$ cat config.mk
export PLATFORM = sky130hd
export DESIGN_NAME = acmp_top
export DESIGN_NICKNAME = d
export VERILOG_FILES = /design/src/rtl/acmp_pkg.sv /design/src/rtl/acmp_top.sv /design/src/rtl/acmp_sync.sv /design/src/rtl/acmp_edge.sv
export SDC_FILE = /design/constraint.sdc
export NUM_CORES = 1
export LEC_CHECK = 0
export BUFFER_PORTS_ARGS = -buffer_cell sky130_fd_sc_hd__buf_4
export CORE_AREA = 2 2 69 71
export CTS_BUF_LIST = sky130_fd_sc_hd__clkbuf_16
export DETAILED_ROUTE_END_ITERATION = 12
export DIE_AREA = 0 0 71 73
export PLACE_DENSITY_LB_ADDON = 0.05
export SLEW_MARGIN = 40
export SYNTH_ARGS = -nofsm -noshare
export SYNTH_HDL_FRONTEND = slang
export SYNTH_HIERARCHICAL = 1
export SYNTH_SLANG_ARGS = --single-unit
$ cat constraint.sdc
create_clock -name MCLK -period 2.2 [get_ports MCLK]
set_input_delay 0.22 -clock MCLK [delete_from_list [all_inputs] [get_ports MCLK]]
set_output_delay 0.22 -clock MCLK [all_outputs]
set_load 0.05 [all_outputs]
$ cat src/rtl/acmp_pkg.sv
/*
  Constants for the analog comparator control block: register offsets,
  field positions, reset values, write masks and the instruction-cycle
  timing. Assumes a single 100 MHz clock and an 8-bit register port.
*/
package acmp_pkg;

  // Structure.
  localparam int unsigned NUM_CMP = 2;
  localparam int unsigned ADDR_W = 4;
  localparam int unsigned DATA_W = 8;

  // Register offsets.
  localparam logic [3:0] OFF_CTRL_A1 = 4'h0;
  localparam logic [3:0] OFF_CTRL_B1 = 4'h1;
  localparam logic [3:0] OFF_CTRL_A2 = 4'h2;
  localparam logic [3:0] OFF_CTRL_B2 = 4'h3;
  localparam logic [3:0] OFF_MIRROR = 4'h4;
  localparam logic [3:0] OFF_FLAGS = 4'h5;

  // Fields of comparator_control_a.
  localparam int unsigned A_ENABLE_BIT = 7;
  localparam int unsigned A_RESULT_BIT = 6;
  localparam int unsigned A_PIN_EN_BIT = 5;
  localparam int unsigned A_INVERT_BIT = 4;
  localparam int unsigned A_SPEED_BIT = 2;
  localparam int unsigned A_HYST_BIT = 1;
  localparam int unsigned A_SYNC_BIT = 0;

  // Fields of comparator_control_b.
  localparam int unsigned B_RISE_BIT = 7;
  localparam int unsigned B_FALL_BIT = 6;
  localparam int unsigned B_POS_LSB = 4;
  localparam int unsigned B_NEG_LSB = 0;

  // Fields of comparator_output_mirror.
  localparam int unsigned M_FIRST_BIT = 0;
  localparam int unsigned M_SECOND_BIT = 1;

  // Positive channel code that selects ground on the second comparator.
  localparam logic [1:0] POS_CODE_FOURTH = 2'h3;

  // Reset values and writable bit masks.
  localparam logic [7:0] RST_CTRL_A = 8'h04;
  localparam logic [7:0] RST_CTRL_B = 8'h00;
  localparam logic [7:0] MASK_CTRL_A = 8'hB7;
  localparam logic [7:0] MASK_CTRL_B = 8'hF3;

  // Timing: the instruction cycle is four system clocks.
  localparam int unsigned CLK_PERIOD_NS = 10;
  localparam int unsigned INSTR_PERIOD_NS = 40;
  localparam int unsigned INSTR_CYCLES = INSTR_PERIOD_NS / CLK_PERIOD_NS;

endpackage

$ cat src/rtl/acmp_top.sv
/*
  Control and status logic around two analog comparators: control
  registers, output polarity, pin routing, timer synchronisation and
  edge flags. Assumes the analog cores return one raw bit each,
  asynchronously, and that the timer clock and pin direction inputs
  are synchronous to MCLK.
*/
// Decided for this implementation: the address map and strobed register access.
`timescale 1ns/1ps
// How it works
// - Result bit 6 reads 1 when positive input wins, inverted if set.
// - Pin enable bit 5 drives pin when direction bit clear.
// - Invert bit 4 flips result before status, pin, timer, edges.
// - Speed bit 2 resets to 1; zero asks core for low power.
// - Hysteresis bit 1 is forwarded to the analog core.
// - Sync bit 0 updates timer and pin output on timer clock fall.
// - Rising enable bit 7 of control B flags positive result edges.
// - Falling enable bit 6 of control B flags negative result edges.
// - Positive channel bits 5-4 pick pin, DAC, fixed ref, shared/ground.
// - Negative channel bits 1-0 pick one of four shared pins.
// - Mirror register shows both results in bits 0 and 1.
// - Disabled comparator outputs its invert bit and disconnects its inputs.
// - Internal result registers once per instruction cycle.
// - Software clears flag; a same-cycle edge keeps it set.
// - Toggling invert or enable can flag an edge while disabled.
module acmp_top
  import acmp_pkg::*;
(
  // Clock and reset.
  input wire logic MCLK,
  input wire logic RESET_N,
  // Register port.
  input wire logic [acmp_pkg::ADDR_W-1:0] ADDR,
  input wire logic [acmp_pkg::DATA_W-1:0] WDATA,
  input wire logic WR_EN,
  input wire logic RD_EN,
  output logic [acmp_pkg::DATA_W-1:0] RDATA,
  // Analog cores.
  input wire logic [acmp_pkg::NUM_CMP-1:0] CMP_RAW,
  output logic [acmp_pkg::NUM_CMP-1:0] CMP_POWER_ON,
  output logic [acmp_pkg::NUM_CMP-1:0] SPEED_POWER,
  output logic [acmp_pkg::NUM_CMP-1:0] HYST_EN,
  output logic [2*acmp_pkg::NUM_CMP-1:0] POS_SEL,
  output logic [2*acmp_pkg::NUM_CMP-1:0] NEG_SEL,
  output logic [acmp_pkg::NUM_CMP-1:0] POS_CONNECT,
  output logic [acmp_pkg::NUM_CMP-1:0] NEG_CONNECT,
  output logic [acmp_pkg::NUM_CMP-1:0] POS_GROUND,
  // Timer.
  input wire logic TIMER_CLK,
  output logic [acmp_pkg::NUM_CMP-1:0] TIMER_RESULT,
  // Result pins.
  input wire logic [acmp_pkg::NUM_CMP-1:0] PIN_DIR,
  output logic [acmp_pkg::NUM_CMP-1:0] RESULT_PIN_O,
  output logic [acmp_pkg::NUM_CMP-1:0] RESULT_PIN_OE,
  // Edge flags.
  output logic [acmp_pkg::NUM_CMP-1:0] IRQ_FLAG
);

  import acmp_pkg::*;

  localparam logic [1:0] DIV_LAST = 2'(INSTR_CYCLES - 1);

  logic [7:0] ctrl_a_q [NUM_CMP];
  logic [7:0] ctrl_b_q [NUM_CMP];
  logic [1:0] div_q;
  logic instr_tick;
  logic tclk_q;
  logic tclk_fall;
  logic [NUM_CMP-1:0] raw_s;
  logic [NUM_CMP-1:0] enable;
  logic [NUM_CMP-1:0] result_d;
  logic [NUM_CMP-1:0] result_q;
  logic [NUM_CMP-1:0] sync_q;
  logic [NUM_CMP-1:0] ext_result;
  logic [NUM_CMP-1:0] flag_clear;
  logic [7:0] rdata_d;
  logic [7:0] rdata_q;
  logic [3:0] sel_a [NUM_CMP];
  logic [3:0] sel_b [NUM_CMP];

  assign sel_a[0] = OFF_CTRL_A1;
  assign sel_a[1] = OFF_CTRL_A2;
  assign sel_b[0] = OFF_CTRL_B1;
  assign sel_b[1] = OFF_CTRL_B2;

  // Instruction cycle divider; one enable pulse every four clocks.
  always_ff @(posedge MCLK or negedge RESET_N) begin
    if (!RESET_N) begin
      div_q <= 2'h0;
    end else if (div_q == DIV_LAST) begin
      div_q <= 2'h0;
    end else begin
      div_q <= div_q + 2'h1;
    end
  end

  assign instr_tick = (div_q == DIV_LAST);

  // Timer clock is sampled; its falling edge is the update moment.
  always_ff @(posedge MCLK or negedge RESET_N) begin
    if (!RESET_N) begin
      tclk_q <= 1'b0;
    end else begin
      tclk_q <= TIMER_CLK;
    end
  end

  assign tclk_fall = tclk_q & ~TIMER_CLK;

  always_ff @(posedge MCLK or negedge RESET_N) begin
    if (!RESET_N) begin
      for (int i = 0; i < NUM_CMP; i++) begin
        ctrl_a_q[i] <= RST_CTRL_A;
        ctrl_b_q[i] <= RST_CTRL_B;
      end
    end else if (WR_EN) begin
      for (int i = 0; i < NUM_CMP; i++) begin
        if (ADDR == sel_a[i]) begin
          ctrl_a_q[i] <= WDATA & MASK_CTRL_A;
        end
        if (ADDR == sel_b[i]) begin
          ctrl_b_q[i] <= WDATA & MASK_CTRL_B;
        end
      end
    end
  end

  acmp_sync #(
    .WIDTH(NUM_CMP)
  ) u_sync (
    .clk(MCLK),
    .rst_n(RESET_N),
    .async_in(CMP_RAW),
    .sync_out(raw_s)
  );

  // The core output is gated before the inversion, so a polarity or
  // enable change alone still moves the result and can be flagged.
  always_comb begin
    for (int i = 0; i < NUM_CMP; i++) begin
      enable[i] = ctrl_a_q[i][A_ENABLE_BIT];
      result_d[i] = (enable[i] & raw_s[i]) ^ ctrl_a_q[i][A_INVERT_BIT];
      ext_result[i] = ctrl_a_q[i][A_SYNC_BIT] ? sync_q[i] : result_d[i];
    end
  end

  always_ff @(posedge MCLK or negedge RESET_N) begin
    if (!RESET_N) begin
      result_q <= '0;
    end else if (instr_tick) begin
      result_q <= result_d;
    end
  end

  always_ff @(posedge MCLK or negedge RESET_N) begin
    if (!RESET_N) begin
      sync_q <= '0;
    end else if (tclk_fall) begin
      sync_q <= result_d;
    end
  end

  // The pin path is not gated by the enable bit on purpose.
  always_comb begin
    for (int i = 0; i < NUM_CMP; i++) begin
      RESULT_PIN_OE[i] = ctrl_a_q[i][A_PIN_EN_BIT] & ~PIN_DIR[i];
      RESULT_PIN_O[i] = ext_result[i];
      TIMER_RESULT[i] = ext_result[i];
      CMP_POWER_ON[i] = enable[i];
      SPEED_POWER[i] = ctrl_a_q[i][A_SPEED_BIT];
      HYST_EN[i] = ctrl_a_q[i][A_HYST_BIT];
      POS_SEL[2*i +: 2] = ctrl_b_q[i][B_POS_LSB +: 2];
      NEG_SEL[2*i +: 2] = ctrl_b_q[i][B_NEG_LSB +: 2];
      POS_CONNECT[i] = enable[i];
      NEG_CONNECT[i] = enable[i];
      POS_GROUND[i] = enable[i] && (i == 1) &&
        (ctrl_b_q[i][B_POS_LSB +: 2] == POS_CODE_FOURTH);
    end
  end

  // Flags clear by writing one to their bit of the flag register.
  genvar gi;
  generate
    for (gi = 0; gi < NUM_CMP; gi++) begin : g_edge
      assign flag_clear[gi] = WR_EN && (ADDR == OFF_FLAGS) && WDATA[gi];
      acmp_edge u_edge (
        .clk(MCLK),
        .rst_n(RESET_N),
        .value(result_q[gi]),
        .rise_en(ctrl_b_q[gi][B_RISE_BIT]),
        .fall_en(ctrl_b_q[gi][B_FALL_BIT]),
        .clear(flag_clear[gi]),
        .flag(IRQ_FLAG[gi])
      );
    end
  endgenerate

  // Read mux; unmapped addresses read zero.
  always_comb begin
    rdata_d = 8'h00;
    for (int i = 0; i < NUM_CMP; i++) begin
      if (ADDR == sel_a[i]) begin
        rdata_d = ctrl_a_q[i] & MASK_CTRL_A;
        rdata_d[A_RESULT_BIT] = result_q[i];
      end
      if (ADDR == sel_b[i]) begin
        rdata_d = ctrl_b_q[i] & MASK_CTRL_B;
      end
    end
    if (ADDR == OFF_MIRROR) begin
      rdata_d[M_FIRST_BIT] = result_q[0];
      rdata_d[M_SECOND_BIT] = result_q[1];
    end
    if (ADDR == OFF_FLAGS) begin
      rdata_d[NUM_CMP-1:0] = IRQ_FLAG;
    end
  end

  // Read data stand for exactly the cycle after the strobe.
  always_ff @(posedge MCLK or negedge RESET_N) begin
    if (!RESET_N) begin
      rdata_q <= 8'h00;
    end else if (RD_EN) begin
      rdata_q <= rdata_d;
    end else begin
      rdata_q <= 8'h00;
    end
  end

  assign RDATA = rdata_q;

  chk_instr_period: assert property (
    @(posedge MCLK) disable iff (!RESET_N)
    instr_tick |=> !instr_tick [*3] ##1 instr_tick)
    else $error("instruction tick period wrong");

  chk_result_hold: assert property (
    @(posedge MCLK) disable iff (!RESET_N)
    !instr_tick |=> $stable(result_q))
    else $error("result changed between instruction ticks");

  chk_result_follow: assert property (
    @(posedge MCLK) disable iff (!RESET_N)
    instr_tick |=> result_q[0] ==
      ($past(raw_s[0] & ctrl_a_q[0][A_ENABLE_BIT]) ^
       $past(ctrl_a_q[0][A_INVERT_BIT])))
    else $error("latched result does not match inverted core");

  chk_mirror_read: assert property (
    @(posedge MCLK) disable iff (!RESET_N)
    RD_EN && ADDR == OFF_MIRROR |=> RDATA == {6'h00, $past(result_q)})
    else $error("mirror read mismatch");

  chk_pin_route: assert property (
    @(posedge MCLK) disable iff (!RESET_N)
    WR_EN && ADDR == OFF_CTRL_A1 && WDATA[A_PIN_EN_BIT] && !PIN_DIR[0]
      ##1 !PIN_DIR[0] |-> RESULT_PIN_OE[0])
    else $error("pin not driven after enable");

  chk_speed_write: assert property (
    @(posedge MCLK) disable iff (!RESET_N)
    WR_EN && ADDR == OFF_CTRL_A1 |=> SPEED_POWER[0] == $past(WDATA[2]))
    else $error("speed select not forwarded");

  chk_disabled_inputs: assert property (
    @(posedge MCLK) disable iff (!RESET_N)
    !ctrl_a_q[0][A_ENABLE_BIT] |-> !POS_CONNECT[0] && !NEG_CONNECT[0]
      && !CMP_POWER_ON[0])
    else $error("disabled comparator still connected");

  chk_sync_hold: assert property (
    @(posedge MCLK) disable iff (!RESET_N)
    ctrl_a_q[0][A_SYNC_BIT] && !tclk_fall ##1 ctrl_a_q[0][A_SYNC_BIT]
      |-> $stable(TIMER_RESULT[0]))
    else $error("synced output moved without timer fall");

  chk_rise_flag: assert property (
    @(posedge MCLK) disable iff (!RESET_N)
    $rose(result_q[0]) && ctrl_b_q[0][B_RISE_BIT] |=> IRQ_FLAG[0])
    else $error("rising edge not flagged");

  chk_clear_loses: assert property (
    @(posedge MCLK) disable iff (!RESET_N)
    $fell(result_q[0]) && ctrl_b_q[0][B_FALL_BIT] && flag_clear[0]
      |=> IRQ_FLAG[0])
    else $error("edge lost against clear");

endmodule

$ cat src/rtl/acmp_sync.sv
/*
  Two-stage synchroniser for a vector of independent level signals.
  Assumes each bit is a slow level; no bus coherence is kept.
*/
`timescale 1ns/1ps
module acmp_sync #(
  parameter int unsigned WIDTH = 2
) (
  // Clock and reset.
  input wire logic clk,
  input wire logic rst_n,
  // Data.
  input wire logic [WIDTH-1:0] async_in,
  output logic [WIDTH-1:0] sync_out
);

  logic [WIDTH-1:0] meta_q;

  // The first stage feeds the second stage and nothing else.
  always_ff @(posedge clk or negedge rst_n) begin
    if (!rst_n) begin
      meta_q <= '0;
      sync_out <= '0;
    end else begin
      meta_q <= async_in;
      sync_out <= meta_q;
    end
  end

endmodule

$ cat src/rtl/acmp_edge.sv
/*
  Edge detector and sticky flag for one comparator result.
  Assumes the watched value is a flip-flop output in the same clock domain.
*/
`timescale 1ns/1ps
module acmp_edge (
  // Clock and reset.
  input wire logic clk,
  input wire logic rst_n,
  // Watched value and edge enables.
  input wire logic value,
  input wire logic rise_en,
  input wire logic fall_en,
  // Software clear.
  input wire logic clear,
  output logic flag
);

  logic prev_q;
  logic hit;

  always_ff @(posedge clk or negedge rst_n) begin
    if (!rst_n) begin
      prev_q <= 1'b0;
    end else begin
      prev_q <= value;
    end
  end

  assign hit = (rise_en & value & ~prev_q) | (fall_en & ~value & prev_q);

  always_ff @(posedge clk or negedge rst_n) begin
    if (!rst_n) begin
      flag <= 1'b0;
    end else if (hit) begin
      flag <= 1'b1;
    end else if (clear) begin
      flag <= 1'b0;
    end
  end

endmodule

# Yosys cells after proc, flatten, opt, wreduce, memory -nomap -nowiden
# Index checks and enable logic that the tools add are counted.
# word_totals
regBits	47
output_inout_bits	36
wordCells	72
# op_classes
n_reduce_logical	11
addsub	1
mux	14
n_bitwise	24
eq_ne	7
# op_table
operator	n
8-bit 2-to-1 mux	5
1-bit bitwise AND	13
4-bit by 2-bit equality test with 1-bit output (second input constant)	2
4-bit by 3-bit equality test with 1-bit output (second input constant)	2
2-bit AND reduction	4
1-bit inverter	7
1-bit 2-to-1 mux	6
2-bit 2-to-1 mux	3
2-bit equality test (second input constant)	2
4-bit by 1-bit equality test with 1-bit output (second input constant)	1
1-bit logical AND	4
4-bit logical NOT	1
2-bit nonzero test	2
2-bit by 1-bit adder with 2-bit output (second input constant)	1
1-bit bitwise OR	2
1-bit XOR	2

# Depth between registers and ports, before layout
# depth
depth_word	8
mapped_depth	6
mapped_depth_nobuf	5

# Modules after synthesis
# The synthesis kept the hierarchy.
# by_module_without_submodules
module	area_each_um2	cells_per_inst	instances
acmp_top	1908.1	154	1
acmp_edge	80.1	6	2
acmp_sync	100.1	4	1

# Worst setup path before layout
# Ideal clock, no wire load.
# synth_path
path_kind	flip-flop to output port
from	reg ctrl_a_q, in the netlist CMP_POWER_ON[1]
to	out TIMER_RESULT[1] in the netlist's numbering
arrival_ns	1.792
t_required_ns	1.980
path_stages_with_launch	5
setup_slack_ns	0.188
cell_sequence	dfrtp_1 -> nand2_1 -> xor2_1 -> mux2i_1 -> buf_4
# synth_via
elab_chain_len	3
# synth_rtl
element	line	text
start, declared	acmp_top.sv:63	logic [7:0] ctrl_a_q [NUM_CMP];
start signal, assigned by index	acmp_top.sv:119	ctrl_a_q[i] <= WDATA & MASK_CTRL_A;
1-bit bitwise AND	acmp_top.sv:142	result_d[i] = (enable[i] & raw_s[i]) ^ ctrl_a_q[i][A_INVERT_BIT];
1-bit XOR	acmp_top.sv:142	
1-bit 2-to-1 mux	acmp_top.sv:143	ext_result[i] = ctrl_a_q[i][A_SYNC_BIT] ? sync_q[i] : result_d[i];
end, declared	acmp_top.sv:50	output logic [acmp_pkg::NUM_CMP-1:0] TIMER_RESULT,
# No other way between the ends.

# Worst setup path in the final report
# Same ends and word-level chain as after synthesis.

==> qor.log <==
qor: status.result_of_the_run complete, no violations
qor: placed_design.input_output_buffers 53
qor: power_and_ir_drop.max_rail_drop_vdd 602.6 uV
qor: critical_path.regToRegEndpoint sync_q[1]
qor: critical_path.r2r_cell_count 3
qor: finish.diodes 0
qor: placed_design.place_hpwl 3024 um
qor: clock_network.post_cts.resized_instances 0
qor: floorplan.floorplan.io_pins 57
qor: global_route.first_pass_grt_wire_length 6782 um
qor: power_and_ir_drop.pwr-share-clk 0.269
qor: global_route.grt_max_degree 47
qor: synthesis.share_of_yosys_cell_area_claimed_by_the_top_area_cell_type 0.5078
qor: timing.worst_slew_margin_rel 0.6095
qor: power_and_ir_drop.seqPwrFrac 0.381
qor: floorplan.die_height 73 um
qor: synthesis.post-synth-top-count-cell dfrtp_1
qor: finish.proportion_of_layout_cells_with_a_drive_suffix_above_1 0.5000
qor: critical_path.worstPathCellList nand2_1 -> xor2_1 -> mux2i_1 -> buf_4
qor: power_and_ir_drop.power.density_cell_area 1150 nW/um2
qor: routing.maxUsedRoutingLayer met4
qor: routing.totalWireLength 4186 um
qor: timing.timing.final.setup_violations 0
qor: synthesis.syn_area_per_cell 12.75 um2
qor: synthesis.synthDistinctLibCells 35
qor: clock_network.root_driver clkbuf_16
qor: timing.final_max_slew_viol_count 0
qor: job.max_cap_viol_count 0
qor: timing.rsz0062_at_grt false
qor: power_and_ir_drop.power_switching_share 0.3670
qor: synthesis.synth_sequential_area_ratio 0.5320
qor: critical_path.worstPathArrival 1.56 ns
qor: floorplan.placementRows 25
qor: power_and_ir_drop.switchingPower 1.117 mW
qor: critical_path.crit-reg2reg-launch CMP_POWER_ON[1]
qor: global_route.antenna_found_initial 0
qor: placed_design.gpl.final_weighted_congestion 0.7876
qor: power_and_ir_drop.finalPower 3.044 mW
qor: synthesis.synth-edff-count 0
qor: synthesis.yosysWarningCount 6
qor: routing.wl_met1 1886 um
qor: power_and_ir_drop.total_leakage_power 1.284 nW
qor: critical_path.slowest_delay 0.46 ns
qor: critical_path.critPathSlowestCell dfrtp_1
qor: floorplan.floorplan.initialDensity 0.4781
qor: critical_path.worstPathMaxFanout 7
qor: timing.finalCriticalPeriod 1.779 ns
qor: routing.routedWlPerCell 15.86 um
qor: routing.route.met2.wl 1992 um
qor: critical_path.endpoint_kind output port
qor: critical_path.worst-endpoint-required 1.98 ns
qor: clock_network.cts_max_level 2
qor: synthesis.netlist_area 2168 um2
qor: synthesis.synth.top_cells.by_area dfrtp_1 (51%), mux2_2 (14%), buf_4 (7.6%)
qor: routing.post-route-drc-count 0
qor: power_and_ir_drop.cellInternalPower 1.927 mW
qor: critical_path.timing.critical_path.from_type flop
qor: clock_network.cts-buffers-inserted 5
qor: timing.worst-slew-pin-transition 0.5858 ns
qor: clock_network.clk_pin_slew_worst_paths 0.06 ns
qor: synthesis.synth.top_cells.by_count dfrtp_1 (44), mux2_2 (26), buf_4 (22)
qor: timing.whs 0.04508 ns
qor: global_route.first_global_vias 1297
qor: clock_network.cts_buffer_depth 2
qor: clock_network.tritoncts yes
qor: synthesis.synth_top_area_cell dfrtp_1
qor: synthesis.synth_ff_type dfrtp_1
qor: finish.area.growth.synth_to_final 22.10%
qor: timing.fin_crit_sh 0.8087
qor: timing.timing.fmax 562.0 MHz
qor: clock_network.worstSkewPairLatency 0.28 ns
qor: worst_hold_path.hold_class primary input to flop
qor: routing.drt_iter0_drc 120
qor: global_route.globalRoute.totalOverflow 0
qor: global_route.global_route_usage_over_all_layers 0.1749
qor: synthesis.netlist_instances 170
qor: worst_hold_path.min_delay_worst_endpoint u_sync/meta_q[1]
qor: routing.residual_antenna_violating_net_count_after_detailed_routing 0
qor: timing.report.final.hold_viol_count 0
qor: routing.wl_met3 249 um
qor: timing.setup_total_negative_slack 0 ns
qor: synthesis.ys_async_sr_fraction 1.000
qor: power_and_ir_drop.pwr-share-comb 0.350
qor: floorplan.die_w 71 um
qor: worst_hold_path.hold_depth 1
qor: critical_path.path_class flop to output port
qor: routing.detail_route.vias_per_cell 5.167
qor: floorplan.design.die.area 5183 um2
qor: floorplan.core_region_area 4536 um2
qor: synthesis.postSynthRegisterBits 46
qor: clock_network.cts.sink_count 46
qor: worst_hold_path.holdCritStartpoint CMP_RAW[1]
qor: finish.nNetsFinal 231
qor: timing.clock_skew 0.004760 ns
qor: routing.vias 1364
qor: routing.drt_pass1_iterations 4
qor: critical_path.reg2reg_slack 1.02 ns
-- area by class of cell --
cell class	instances	area [um2]
clock buffer	5	125.1
clock inverter	3	37.54
fill	354	1888
inverter	2	7.507
multi-input combinational	96	818.3
sequential	46	1154
tap	54	67.56
timing repair buffer	58	437.9
-- stage by stage --
stage / setup slack [ns] / cell area [um2] / util / std cells
finish: 0.4208 / 2648 / 0.5837 / 264
detailed placement: 0.3812 / 2475 / 0.5457 / 255
global route: 0.3116 / 2648 / 0.5837 / 264
global placement: 0.4007 / 2475 / 0.5457 / 255
CTS: 0.3739 / 2648 / 0.5837 / 264
floorplan: 0.1875 / 2172 / - / 171
-- power groups by stage --
stage | clock [mW] | sequential (mW) | combinational (mW)
finish | 0.818 | 1.16 | 1.07
global route | 0.880 | 1.19 | 1.12
CTS | 0.836 | 1.16 | 1.08
detailed placement | 0 | 1.17 | 1.07
global placement | 0 | 1.17 | 1.06
floorplan | 0 | 1.18 | 0.859
-- critical path, delay by kind of cell, from the launching register on --
| kind | cells | cell delay, ns |
|---|---|---|
| XOR/XNOR | 1 | 0.33 |
| flip-flops | 1 | 0.46 |
| multiplexers | 1 | 0.16 |
| buffers and inverters | 1 | 0.22 |
| AND/OR/NAND/NOR | 1 | 0.12 |
-- repair_timing --
action	4_1_cts	5_1_grt
hold buffers	1	0
endpoints found under the hold margin	44	0
setup buffers	0	0
-- worst max-delay path by stage --
stage / to / start / cells past startpoint / slack, ns
5_1_grt: TIMER_RESULT[1] / CMP_POWER_ON[1] / 4 / 0.31
3_3_place_gp: POS_SEL[0] / ADDR[3] / 4 / 0.40
4_1_cts: TIMER_RESULT[1] / CMP_POWER_ON[1] / 4 / 0.37
3_5_place_dp: ctrl_b_q[14] / ADDR[3] / 4 / 0.38
2_1_floorplan: TIMER_RESULT[1] / CMP_POWER_ON[1] / 4 / 0.19
6_report: TIMER_RESULT[1] / CMP_POWER_ON[1] / 4 / 0.42
-- kinds of logic after synthesis --
| logic type | after synthesis | synth area share |
|---|---|---|
| other cells | 1 | 0.001729 |
| mux | 39 | 0.2089 |
| flops | 46 | 0.5320 |
| xor+xnor | 2 | 0.008080 |
| compound gates | 16 | 0.05539 |
| simple gates | 36 | 0.09579 |
| buf+inv | 29 | 0.09232 |
| fa+ha+maj | 1 | 0.005769 |
-- metal layers --
metal  track usage  vias up
met5             0        -
met4       0.06289        0
met3       0.04558        6
met2        0.2710       43
met1        0.2390      668
li1              -      647
-- registers in the layout, summed over array words and instances, names as in the netlist, 4 cells and up --
register  cells
POS_SEL       4
ctrl_a_q      6
RDATA         7
ctrl_b_q      4
NEG_SEL       4
-- cell usage in the layout (no fill, tap or decap), types with 3 or more instances in the layout --
| cell type | n |
|---|---|
| o22ai_1 | 6 |
| mux2_2 | 26 |
| dfrtp_1 | 44 |
| mux2_4 | 6 |
| and3_1 | 3 |
| clkbuf_16 | 5 |
| nand2_1 | 8 |
| nand2b_1 | 3 |
| nor2_1 | 8 |
| buf_4 | 57 |
| inv_1 | 4 |
| mux2i_1 | 7 |
Note: power is estimated with default switching activity, not from simulation.
